## src/core/msd_map.vh

```
// register offsets, bit positions and reset values of the diagnostic record
`ifndef MSD_MAP_VH
`define MSD_MAP_VH
`define MSD_OFS_SWITCHING     2'h0
`define MSD_OFS_PHASE         2'h1
`define MSD_OFS_PROTECTION    2'h2
`define MSD_OFS_CONTROL_SRC   2'h3
`define MSD_B0_READY          0
`define MSD_B0_FWD            1
`define MSD_B0_REV            2
`define MSD_B0_CB_OVL         3
`define MSD_B0_CB_DEFECT      4
`define MSD_B0_EMERG          5
`define MSD_B0_GRP_FAULT      6
`define MSD_B0_GRP_WARN       7
`define MSD_B1_NO_SUPPLY      1
`define MSD_B1_STARTING       3
`define MSD_B1_COAST          4
`define MSD_B1_BRAKE          6
`define MSD_B1_SLOW           7
`define MSD_B2_TS_OVL         0
`define MSD_B2_TS_OPEN        1
`define MSD_B2_TS_SHORT       2
`define MSD_B2_MODEL_OVL      3
`define MSD_B2_OVL_TRIP       4
`define MSD_B2_IDLE           5
`define MSD_B2_COOL           6
`define MSD_B3_INPUT_CTRL     7
`define MSD_BYTE_RESET        8'h00
`endif

```

## src/core/msd_trip_latch.v

```verilog
// one trip flag: set by its cause, cleared by acknowledge once cause is gone
`timescale 1ns/1ns
module msd_trip_latch
(
  // clock and reset
  input  wire i_core_clk,
  input  wire i_rst,
  // cause and acknowledge
  input  wire i_cause,
  input  wire i_ack,
  // flag
  output wire o_flag
);

  reg flag_r;
  reg flag_nxt;

  // set wins over acknowledge; ack only counts once the cause has left
  always @*
  begin
    flag_nxt = flag_r;
    if (i_cause)
      flag_nxt = 1'b1;
    else if (i_ack)
      flag_nxt = 1'b0;
  end

  always @(posedge i_core_clk)
  begin
    if (i_rst)
      flag_r <= 1'b0;
    else
      flag_r <= flag_nxt;
  end

  assign o_flag = flag_r;

endmodule // msd_trip_latch

```

## src/core/msd_diag_status.v

```verilog
// diagnostic status record, bytes 0 to 3, with snapshot read port
// Notes on behaviour
// - byte 0 bit 0 shows ready for remote operation, live.
// - byte 0 bits 1 and 2 mirror forward and reverse contact blocks.
// - contact block overload trip latches until cause gone and trip reset.
// - defective contact block latches; only power-up reset clears it.
// - byte 0 bit 5 follows emergency start active.
// - group fault latches on any error; cleared by trip/auto reset or off.
// - group warning is the OR of all pending warnings.
// - loss of supply trip latches until cause gone and trip reset.
// - starting, coast, slow, idle, cooling phases are shown live.
// - byte 1 bit 6 follows the brake output.
// - sensor and thermal model overloads shown live in byte 2.
// - open thermistor circuit shown live in byte 2 bit 1.
// - shorted thermistor circuit shown live in byte 2 bit 2.
// - overload trip latches until cause gone and trip or auto reset.
// - byte 3 bit 7 high while local inputs give control commands.
// - trip-reset-successful flag set by trip reset, cleared by a trip reset while set with ready high, or on next update.
`timescale 1ns/1ns
`include "msd_map.vh"
module msd_diag_status
(
  // clock and reset
  input  wire       i_core_clk,
  input  wire       i_rst,
  // live conditions from motor control
  input  wire       i_ready,
  input  wire       i_forward_run_flag,
  input  wire       i_reverse_run_flag,
  input  wire       i_emerg_start,
  input  wire       i_starting,
  input  wire       i_coast_down,
  input  wire       i_slow_speed,
  input  wire       i_idle_time,
  input  wire       i_cooling_time,
  input  wire       i_brake_on,
  input  wire       i_sensor_ovl,
  input  wire       i_sensor_open,
  input  wire       i_sensor_short,
  input  wire       i_model_ovl,
  input  wire       i_input_control,
  input  wire [7:0] i_warnings,
  // trip causes, levels while present
  input  wire       i_cb_overload,
  input  wire       i_cb_defect,
  input  wire       i_no_supply,
  input  wire       i_overload,
  input  wire       i_any_error,
  // acknowledges, one-cycle pulses
  input  wire       i_trip_reset,
  input  wire       i_auto_reset,
  input  wire       i_off_cmd,
  // host read port
  input  wire       i_rd_start,
  input  wire [1:0] i_rd_addr,
  output reg  [7:0] o_rd_data,
  // trip reset success indication
  output wire       o_trip_reset_ok
);

  // latched flags
  wire       cb_ovl_flag;
  wire       no_sup_flag;
  wire       ovl_flag;
  wire       grp_fault_flag;
  wire       fault_ack;
  reg        cb_defect_r;
  reg        trip_ok_r;
  reg        trip_ok_nxt;
  // live record and snapshot
  reg  [7:0] byte0;
  reg  [7:0] byte1;
  reg  [7:0] byte2;
  reg  [7:0] byte3;
  reg  [31:0] snap_r;

  // pick one byte out of a 32-bit snapshot
  function [7:0] msd_pick;
    input [31:0] rec;
    input [1:0]  idx;
    begin
      case (idx)
        `MSD_OFS_SWITCHING:   msd_pick = rec[7:0];
        `MSD_OFS_PHASE:       msd_pick = rec[15:8];
        `MSD_OFS_PROTECTION:  msd_pick = rec[23:16];
        default:              msd_pick = rec[31:24];
      endcase
    end
  endfunction

  assign fault_ack = i_trip_reset | i_auto_reset | i_off_cmd;

  // trip flags held until acknowledged after cause leaves
  msd_trip_latch u_cb_ovl
  (
    .i_core_clk (i_core_clk),
    .i_rst      (i_rst),
    .i_cause    (i_cb_overload),
    .i_ack      (i_trip_reset),
    .o_flag     (cb_ovl_flag)
  );

  msd_trip_latch u_no_sup
  (
    .i_core_clk (i_core_clk),
    .i_rst      (i_rst),
    .i_cause    (i_no_supply),
    .i_ack      (i_trip_reset),
    .o_flag     (no_sup_flag)
  );

  msd_trip_latch u_ovl
  (
    .i_core_clk (i_core_clk),
    .i_rst      (i_rst),
    .i_cause    (i_overload),
    .i_ack      (i_trip_reset | i_auto_reset),
    .o_flag     (ovl_flag)
  );

  msd_trip_latch u_grp
  (
    .i_core_clk (i_core_clk),
    .i_rst      (i_rst),
    .i_cause    (i_any_error),
    .i_ack      (fault_ack),
    .o_flag     (grp_fault_flag)
  );

  // defect only clears at power-up reset; no acknowledge reaches it
  always @(posedge i_core_clk)
  begin
    if (i_rst)
      cb_defect_r <= 1'b0;
    else if (i_cb_defect)
      cb_defect_r <= 1'b1;
  end

  // success flag: trip reset sets it, or clears it while set with ready high; next read update clears
  always @*
  begin
    trip_ok_nxt = trip_ok_r;
    if (i_rd_start)
      trip_ok_nxt = 1'b0;
    if (i_trip_reset)
      trip_ok_nxt = ~(trip_ok_r & i_ready);
  end

  always @(posedge i_core_clk)
  begin
    if (i_rst)
      trip_ok_r <= 1'b0;
    else
      trip_ok_r <= trip_ok_nxt;
  end

  assign o_trip_reset_ok = trip_ok_r;

  // assemble live record; reserved bits stay zero
  always @*
  begin
    byte0 = `MSD_BYTE_RESET;
    byte1 = `MSD_BYTE_RESET;
    byte2 = `MSD_BYTE_RESET;
    byte3 = `MSD_BYTE_RESET;
    byte0[`MSD_B0_READY]     = i_ready;
    byte0[`MSD_B0_FWD]       = i_forward_run_flag;
    byte0[`MSD_B0_REV]       = i_reverse_run_flag;
    byte0[`MSD_B0_CB_OVL]    = cb_ovl_flag;
    byte0[`MSD_B0_CB_DEFECT] = cb_defect_r;
    byte0[`MSD_B0_EMERG]     = i_emerg_start;
    byte0[`MSD_B0_GRP_FAULT] = grp_fault_flag;
    byte0[`MSD_B0_GRP_WARN]  = |i_warnings;
    byte1[`MSD_B1_NO_SUPPLY] = no_sup_flag;
    byte1[`MSD_B1_STARTING]  = i_starting;
    byte1[`MSD_B1_COAST]     = i_coast_down;
    byte1[`MSD_B1_BRAKE]     = i_brake_on;
    byte1[`MSD_B1_SLOW]      = i_slow_speed;
    byte2[`MSD_B2_TS_OVL]    = i_sensor_ovl;
    byte2[`MSD_B2_TS_OPEN]   = i_sensor_open;
    byte2[`MSD_B2_TS_SHORT]  = i_sensor_short;
    byte2[`MSD_B2_MODEL_OVL] = i_model_ovl;
    byte2[`MSD_B2_OVL_TRIP]  = ovl_flag;
    byte2[`MSD_B2_IDLE]      = i_idle_time;
    byte2[`MSD_B2_COOL]      = i_cooling_time;
    byte3[`MSD_B3_INPUT_CTRL] = i_input_control;
  end

  // capture whole record at read start so bytes are never torn
  always @(posedge i_core_clk)
  begin
    if (i_rst)
      snap_r <= 32'h00000000;
    else if (i_rd_start)
      snap_r <= {byte3, byte2, byte1, byte0};
  end

  // registered read data from the snapshot
  always @(posedge i_core_clk)
  begin
    if (i_rst)
      o_rd_data <= `MSD_BYTE_RESET;
    else
      o_rd_data <= msd_pick(snap_r, i_rd_addr);
  end

endmodule // msd_diag_status

```

## config.mk

```make
export PLATFORM = sky130hd
export DESIGN_NAME = msd_diag_status
export DESIGN_NICKNAME = d
export VERILOG_FILES = /design/src/core/msd_trip_latch.v /design/src/core/msd_diag_status.v
export VERILOG_INCLUDE_DIRS = /design/src /design/src/core
export SDC_FILE = /design/constraint.sdc
export NUM_CORES = 1
export LEC_CHECK = 0
export BUFFER_PORTS_ARGS = -buffer_cell sky130_fd_sc_hd__buf_2
export CAP_MARGIN = 10
export CELL_PAD_IN_SITES_DETAIL_PLACEMENT = 0
export CELL_PAD_IN_SITES_GLOBAL_PLACEMENT = 1
export CORE_MARGIN = 8
export CORE_UTILIZATION = 36
export CTS_CLUSTER_DIAMETER = 100
export DETAILED_ROUTE_END_ITERATION = 10
export GPL_TIMING_DRIVEN = 0
export PLACE_DENSITY_LB_ADDON = 0.1
export SYNTH_ARGS = -nofsm -noshare
export SYNTH_HDL_FRONTEND = slang
export SYNTH_SLANG_ARGS = --single-unit
```

## constraint.sdc

```tcl
create_clock -name i_core_clk -period 1 [get_ports i_core_clk]
set_input_delay 0.05 -clock i_core_clk [delete_from_list [all_inputs] [get_ports i_core_clk]]
set_output_delay 0.05 -clock i_core_clk [all_outputs]
set_load 0.05 [all_outputs]
```

==> impl_metrics.ini, run 1 <==
[synthesis]
ys.flop_type = dfxtp_1
syn_area_um2 = 1310
yosysUniqueCellTypes = 19
yosys_warnings = 0
postSynthCellCount = 128
async_reset_ff_share_pct = 0
avgSynthCellArea_um2 = 10.3
ys_seq_elements = 35
synth_fp_nets = 164
synth-edff-count = 0
ys_seq_area_share_pct = 53.3

[floorplanning]
die_x_um = 76.4
rows = 22
start_util_pct = 36.7
core_um2 = 3580
fp.dieH_um = 76.4
num_io_pins = 45
die-area_um2 = 5840

[place]
io_buffer_count = 40
dp_cells = 216
dp_hpwl_um = 2310
place.gp.congestion = 0.705

[route]
via_per_inst = 4.50
route.detailed.drc = 0
ant_nets = 0
finalWirelength_um = 3260
first_iter_violations = 59
vias = 1112
routedWlPerCell_um = 13.2
drtPass1Iterations = 4

[hold_path]
worst_hold_path_type = in -> reg

[worst_setup_path]
criticalPathCategory = reg -> out
cp.arrival_ns = 0.90
worstPathMaxFanout = 1
cp_top_family = flip-flops
startpoint_type = flip-flop
endpoint_kind = output port
crit_chain = buf_2
crit_buf_inv = 1
required_ns = 0.95
slowest_stage = dfxtp_1
slowest_delay_ns = 0.32

[sta]
fmax_ghz = 1.05
tns_ns = 0
hold_viol_final = 0
skew_ns = 0.00403
tightest_slew_ns = 0.498
rsz0062_at_grt = false
setup_violations = 0
fin_crit_sh_pct = 95.2
slew_viol_final = 0
fin_crit_ns = 0.952
relSlewSlack_pct = 66.8

[run_status]
outcome = finished, final reports clean

[grt]
gr-total-overflow = 0
grt_util_all_layers_pct = 11.4
grt_pass1_wl_um = 5340
antenna_found_initial = 0
grt_pass1_vias = 1123
grt_max_degree = 11

[clock_network]
path_clk_slew_ns = 0.10
clock_sinks = 35
cts_inserted_buffers = 5
clock_tree.buffer_depth = 2
clk_latency_ns = 0.33
clock-root-buffer = clkbuf_4
cts_tree = done
cts.htree.levels = 2

[power_and_ir_drop]
power_uw = 2790
p_leak_uw = 0.000905
p_per_area_nw_per_um2 = 1480
max-vdd-ir-drop_v = 0.000843

[flow_run]
max-cap-violations = 0

[finish]
nets = 234
drive_gt1_share_pct = 29.6
final_cells = 247
antennaDiodeCount = 0
n_fill_cell = 341
area_growth_syn_to_layout_pct = 43.9
==> cells in the final DEF, fill, tap and decap left out <==
cell and instances:
o21a_1 1, mux2i_2 1, nand3_1 1, buf_2 38, clkbuf_4 11, clkbuf_1 2
nand2_1 1, nor2_1 34, inv_1 2, a31oi_1 1, nor3b_1 1, dfxtp_1 34
nor2b_2 1, dfxtp_2 1, buf_4 2, mux2i_1 27, a21oi_1 4, nor4_1 2
buf_6 3, a311oi_1 1, dlygate4sd3_1 21, a2bb2oi_1 4, dlymetal6s4s_1 1, nor3_1 3
clkbuf_8 2
==> logic make-up after synthesis <==
logic type	after synthesis	synth area share [%]
AO/OA/AOI/OAI	11	5.91
multiplexers	28	21.3
buffers and inverters	11	5.71
AND/OR/NAND/NOR	43	13.7
flip-flops	35	53.3
==> cell type report <==
type	count	area, µm²	area share [%]
sequential	35	702	37.1
clock buffer	8	68.8	3.64
multi-input combinational	82	542	28.7
inverter	2	7.51	0.397
tap	48	60.1	3.18
timing repair buffer	63	443	23.4
buffer	9	67.6	3.57
==> where the power goes <==
group / total [µW] / internal [µW] / switching [µW] / leakage [µW]
sequential: 1500 / 1470 / 34.8 / 0.000289
clock: 863 / 414 / 449 / 0.0000386
combinational: 428 / 224 / 204 / 0.000578
==> sequential cells by signal, summed over array words and instances, names as in the netlist <==
name,count
cb_defect_r,1
u_cb_ovl.o_flag,1
snap_r,21
u_ovl.o_flag,1
u_grp.o_flag,1
o_rd_data,8
o_trip_reset_ok,1
u_no_sup.o_flag,1
==> path summary, 6_finish.rpt <==
check	from	end	slack, ns	cells after the start
worst max-delay path	o_rd_data[6]$_SDFF_PP0_	o_rd_data[6]	0.05	1
worst min-delay path	i_trip_reset	o_trip_reset_ok$_SDFFE_PP0P_	0.008	3
worst max register to register	snap_r[12]$_SDFFE_PP0P_	o_rd_data[4]$_SDFF_PP0_	0.19	3
worst min register to register	cb_defect_r$_SDFFE_PP0P_	cb_defect_r$_SDFFE_PP0P_	0.48	2
==> cell usage after synthesis, types with 2 or more instances <==
cell,instances,share of area (%)
dfxtp_1,35,53
a21oi_1,4,1.5
inv_1,2,0.57
mux2i_1,28,21
buf_4,2,1.1
a2bb2oi_1,4,2.7
nor3_1,3,1.1
buf_2,3,1.1
nor4_1,2,0.95
nor2_1,34,9.7
buf_6,3,2.6
==> what timing repair did <==
action                                 CTS  global route
gates resized for setup                  0             8
setup buffers                            0             0
endpoints found under the hold margin   24             0
hold buffers                            22             0
setup endpoints to repair                0             9
==> metrics by stage <==
stage	setup WS, ns	hold WS, ns	instance area [µm²]	utilization (%)
after floorplan	0.131	0.166	1320	-
after global placement	0.127	0.257	1580	44.0
after detailed placement	0.0651	0.267	1580	44.0
after CTS	0.0107	0.00257	1860	52.1
after global routing	0.000997	0.0323	1890	52.8
final	0.0475	0.00798	1890	52.8
==> tightest hold or removal path, stage by stage <==
cell     delay (ns)
buf_2          0.12
a21oi_1        0.07
nor2_1         0.07
==> layer usage <==
metal	vias to the layer above	global-route usage [%]	share of wire, %
li1	576	-	-
met1	501	12.9	47
met2	31	18.3	45
met3	4	5.78	7.0
met4	0	3.46	0.89
met5	-	0	0
Power figures use the tool's default switching activity.
==> run 2, diff against run 1 <==
--- a/config.mk
+++ b/config.mk
@@ -16,6 +16,7 @@
 export DETAILED_ROUTE_END_ITERATION = 10
 export GPL_TIMING_DRIVEN = 0
 export PLACE_DENSITY_LB_ADDON = 0.1
+export SETUP_SLACK_MARGIN = 0.5
 export SYNTH_ARGS = -nofsm -noshare
 export SYNTH_HDL_FRONTEND = slang
 export SYNTH_SLANG_ARGS = --single-unit
==> run 2 against run 1 <==
  * The run now ends with hold timing left
  * Sequential share of layout area is 4.0 points higher
  * Non-clock buffer count fell by 21
  * Die area is the same
  * Global-route usage rose by 0.61 points
  * Clock power barely moved
==> impl_metrics.ini, run 2 (synthesis gave the netlist of run 1 again) <==
[floorplanning]
core_um2 = 3580
start_util_pct = 36.7
die-area_um2 = 5840
die_x_um = 76.4
rows = 22
num_io_pins = 45
fp.dieH_um = 76.4

[worst_setup_path]
reg2reg_depth = 4
cp.depth = 1
reg2reg_to = o_trip_reset_ok$_SDFFE_PP0P_
cp_top_family = flip-flops
required_ns = 0.95
endpoint_kind = output port
crit_buf_inv = 1
crit_chain = buf_8
criticalPathCategory = reg -> out
worstPathMaxFanout = 2
cp.arrival_ns = 0.83
critical_path.reg2reg.startpoint = o_trip_reset_ok$_SDFFE_PP0P_
reg2reg_slack_ns = 0.14
slowest_stage = dfxtp_4
startpoint_type = flip-flop
slowest_delay_ns = 0.36

[route]
route.detailed.drc = 0
finalWirelength_um = 3280
ant_nets = 0
drtPass1Iterations = 3
first_iter_violations = 10
vias = 1062
via_per_inst = 4.70
routedWlPerCell_um = 14.5

[place]
dp_cells = 216
place.gp.congestion = 0.663
place_ws_ns = 0.201
io_buffer_count = 40

[sta]
setup_violations = 0
slew_viol_final = 0
fin_crit_sh_pct = 88.4
hold_ws_ns = -0.0751
fin_ws_ns = 0.116
rsz0062_at_grt = true
tns_ns = 0
fin_crit_ns = 0.884
fmax_ghz = 1.13
tightest_slew_ns = 0.240
skew_ns = 0.00127
hold_viol_final = 25
relSlewSlack_pct = 83.9

[clock_network]
clock_sinks = 35
clk_latency_ns = 0.33
clock_tree.buffer_depth = 2
path_clk_slew_ns = 0.10
cts_inserted_buffers = 5
cts.htree.levels = 2
cts_tree = done
clock-root-buffer = clkbuf_4

[grt]
antenna_found_initial = 0
gr-total-overflow = 0
grt_pass1_wl_um = 5640
grt_pass1_vias = 1171
grt_util_all_layers_pct = 12.0
grt_max_degree = 11

[finish]
area_growth_syn_to_layout_pct = 40.0
seq_area_um2 = 756
multiInputGateArea_um2 = 552
final_cell_mix = buf_2, nor2_1, mux2i_1
nets = 213
n_fill_cell = 360
regMostFlops = snap_r
final_cells = 226
antennaDiodeCount = 0
reg.largest.list = snap_r x21, o_rd_data x8
drive_gt1_share_pct = 50.0
largest_reg_flops = 21

[flow_run]
max-cap-violations = 0

[hold_path]
holdPathStages = 3
hold_start = i_no_supply
min_to = u_no_sup.o_flag$_SDFFE_PP0P_
worst_hold_path_type = in -> reg

[power_and_ir_drop]
power_uw = 2770
p_leak_uw = 0.000854
max-vdd-ir-drop_v = 0.000785
p_per_area_nw_per_um2 = 1510

[run_status]
violations = hold timing
outcome = finished, violations left
## run 2: power breakdown
part	total (µW)	internal, µW	switching [µW]
Combinational	403	205	198
Clock	866	414	452
Sequential	1500	1460	42.4
Total	2770	2080	692
## run 2: cell type report
class / count / share of cell area, %
Sequential cell: 35 / 41.1
Multi-Input combinational cell: 82 / 30.0
Timing Repair Buffer: 42 / 16.8
Buffer: 9 / 4.69
Clock buffer: 8 / 3.74
Tap cell: 48 / 3.27
Inverter: 2 / 0.408
## run 2: through the flow
step                      cell area, µm²  utilization (%)
after global placement              1630             45.5
after CTS                           1830             51.1
final                               1840             51.4
after floorplan                     1370                -
after global routing                1840             51.4
after detailed placement            1630             45.5
## run 2: per-layer routing
metal	wire, µm	global-route usage [%]	share of wire (%)
met1	1420	13.3	43
met2	1650	20.6	50
met3	144	3.42	4.4
met4	68	5.77	2.1
met5	0	0	0
## run 2: worst max path at each step
stage | start | to | slack (ns)
after floorplan | o_trip_reset_ok$_SDFFE_PP0P_ | o_trip_reset_ok$_SDFFE_PP0P_ | 0.20
final | o_trip_reset_ok$_SDFFE_PP0P_ | o_trip_reset_ok | 0.12
after detailed placement | snap_r[14]$_SDFFE_PP0P_ | o_rd_data[6]$_SDFF_PP0_ | 0.20
after global placement | snap_r[12]$_SDFFE_PP0P_ | o_rd_data[4]$_SDFF_PP0_ | 0.21
after CTS | o_rd_data[6]$_SDFF_PP0_ | o_rd_data[6] | 0.09
after global routing | o_trip_reset_ok$_SDFFE_PP0P_ | o_trip_reset_ok | 0.07
## run 2: repair_timing
item | 4_1_cts | 5_1_grt
resized for setup | 40 | 7
buffers inserted | 2 | 0
endpoints found under the setup margin | 44 | 44
hold endpoints to repair | 25 | 23
pin swaps | 9 | 2
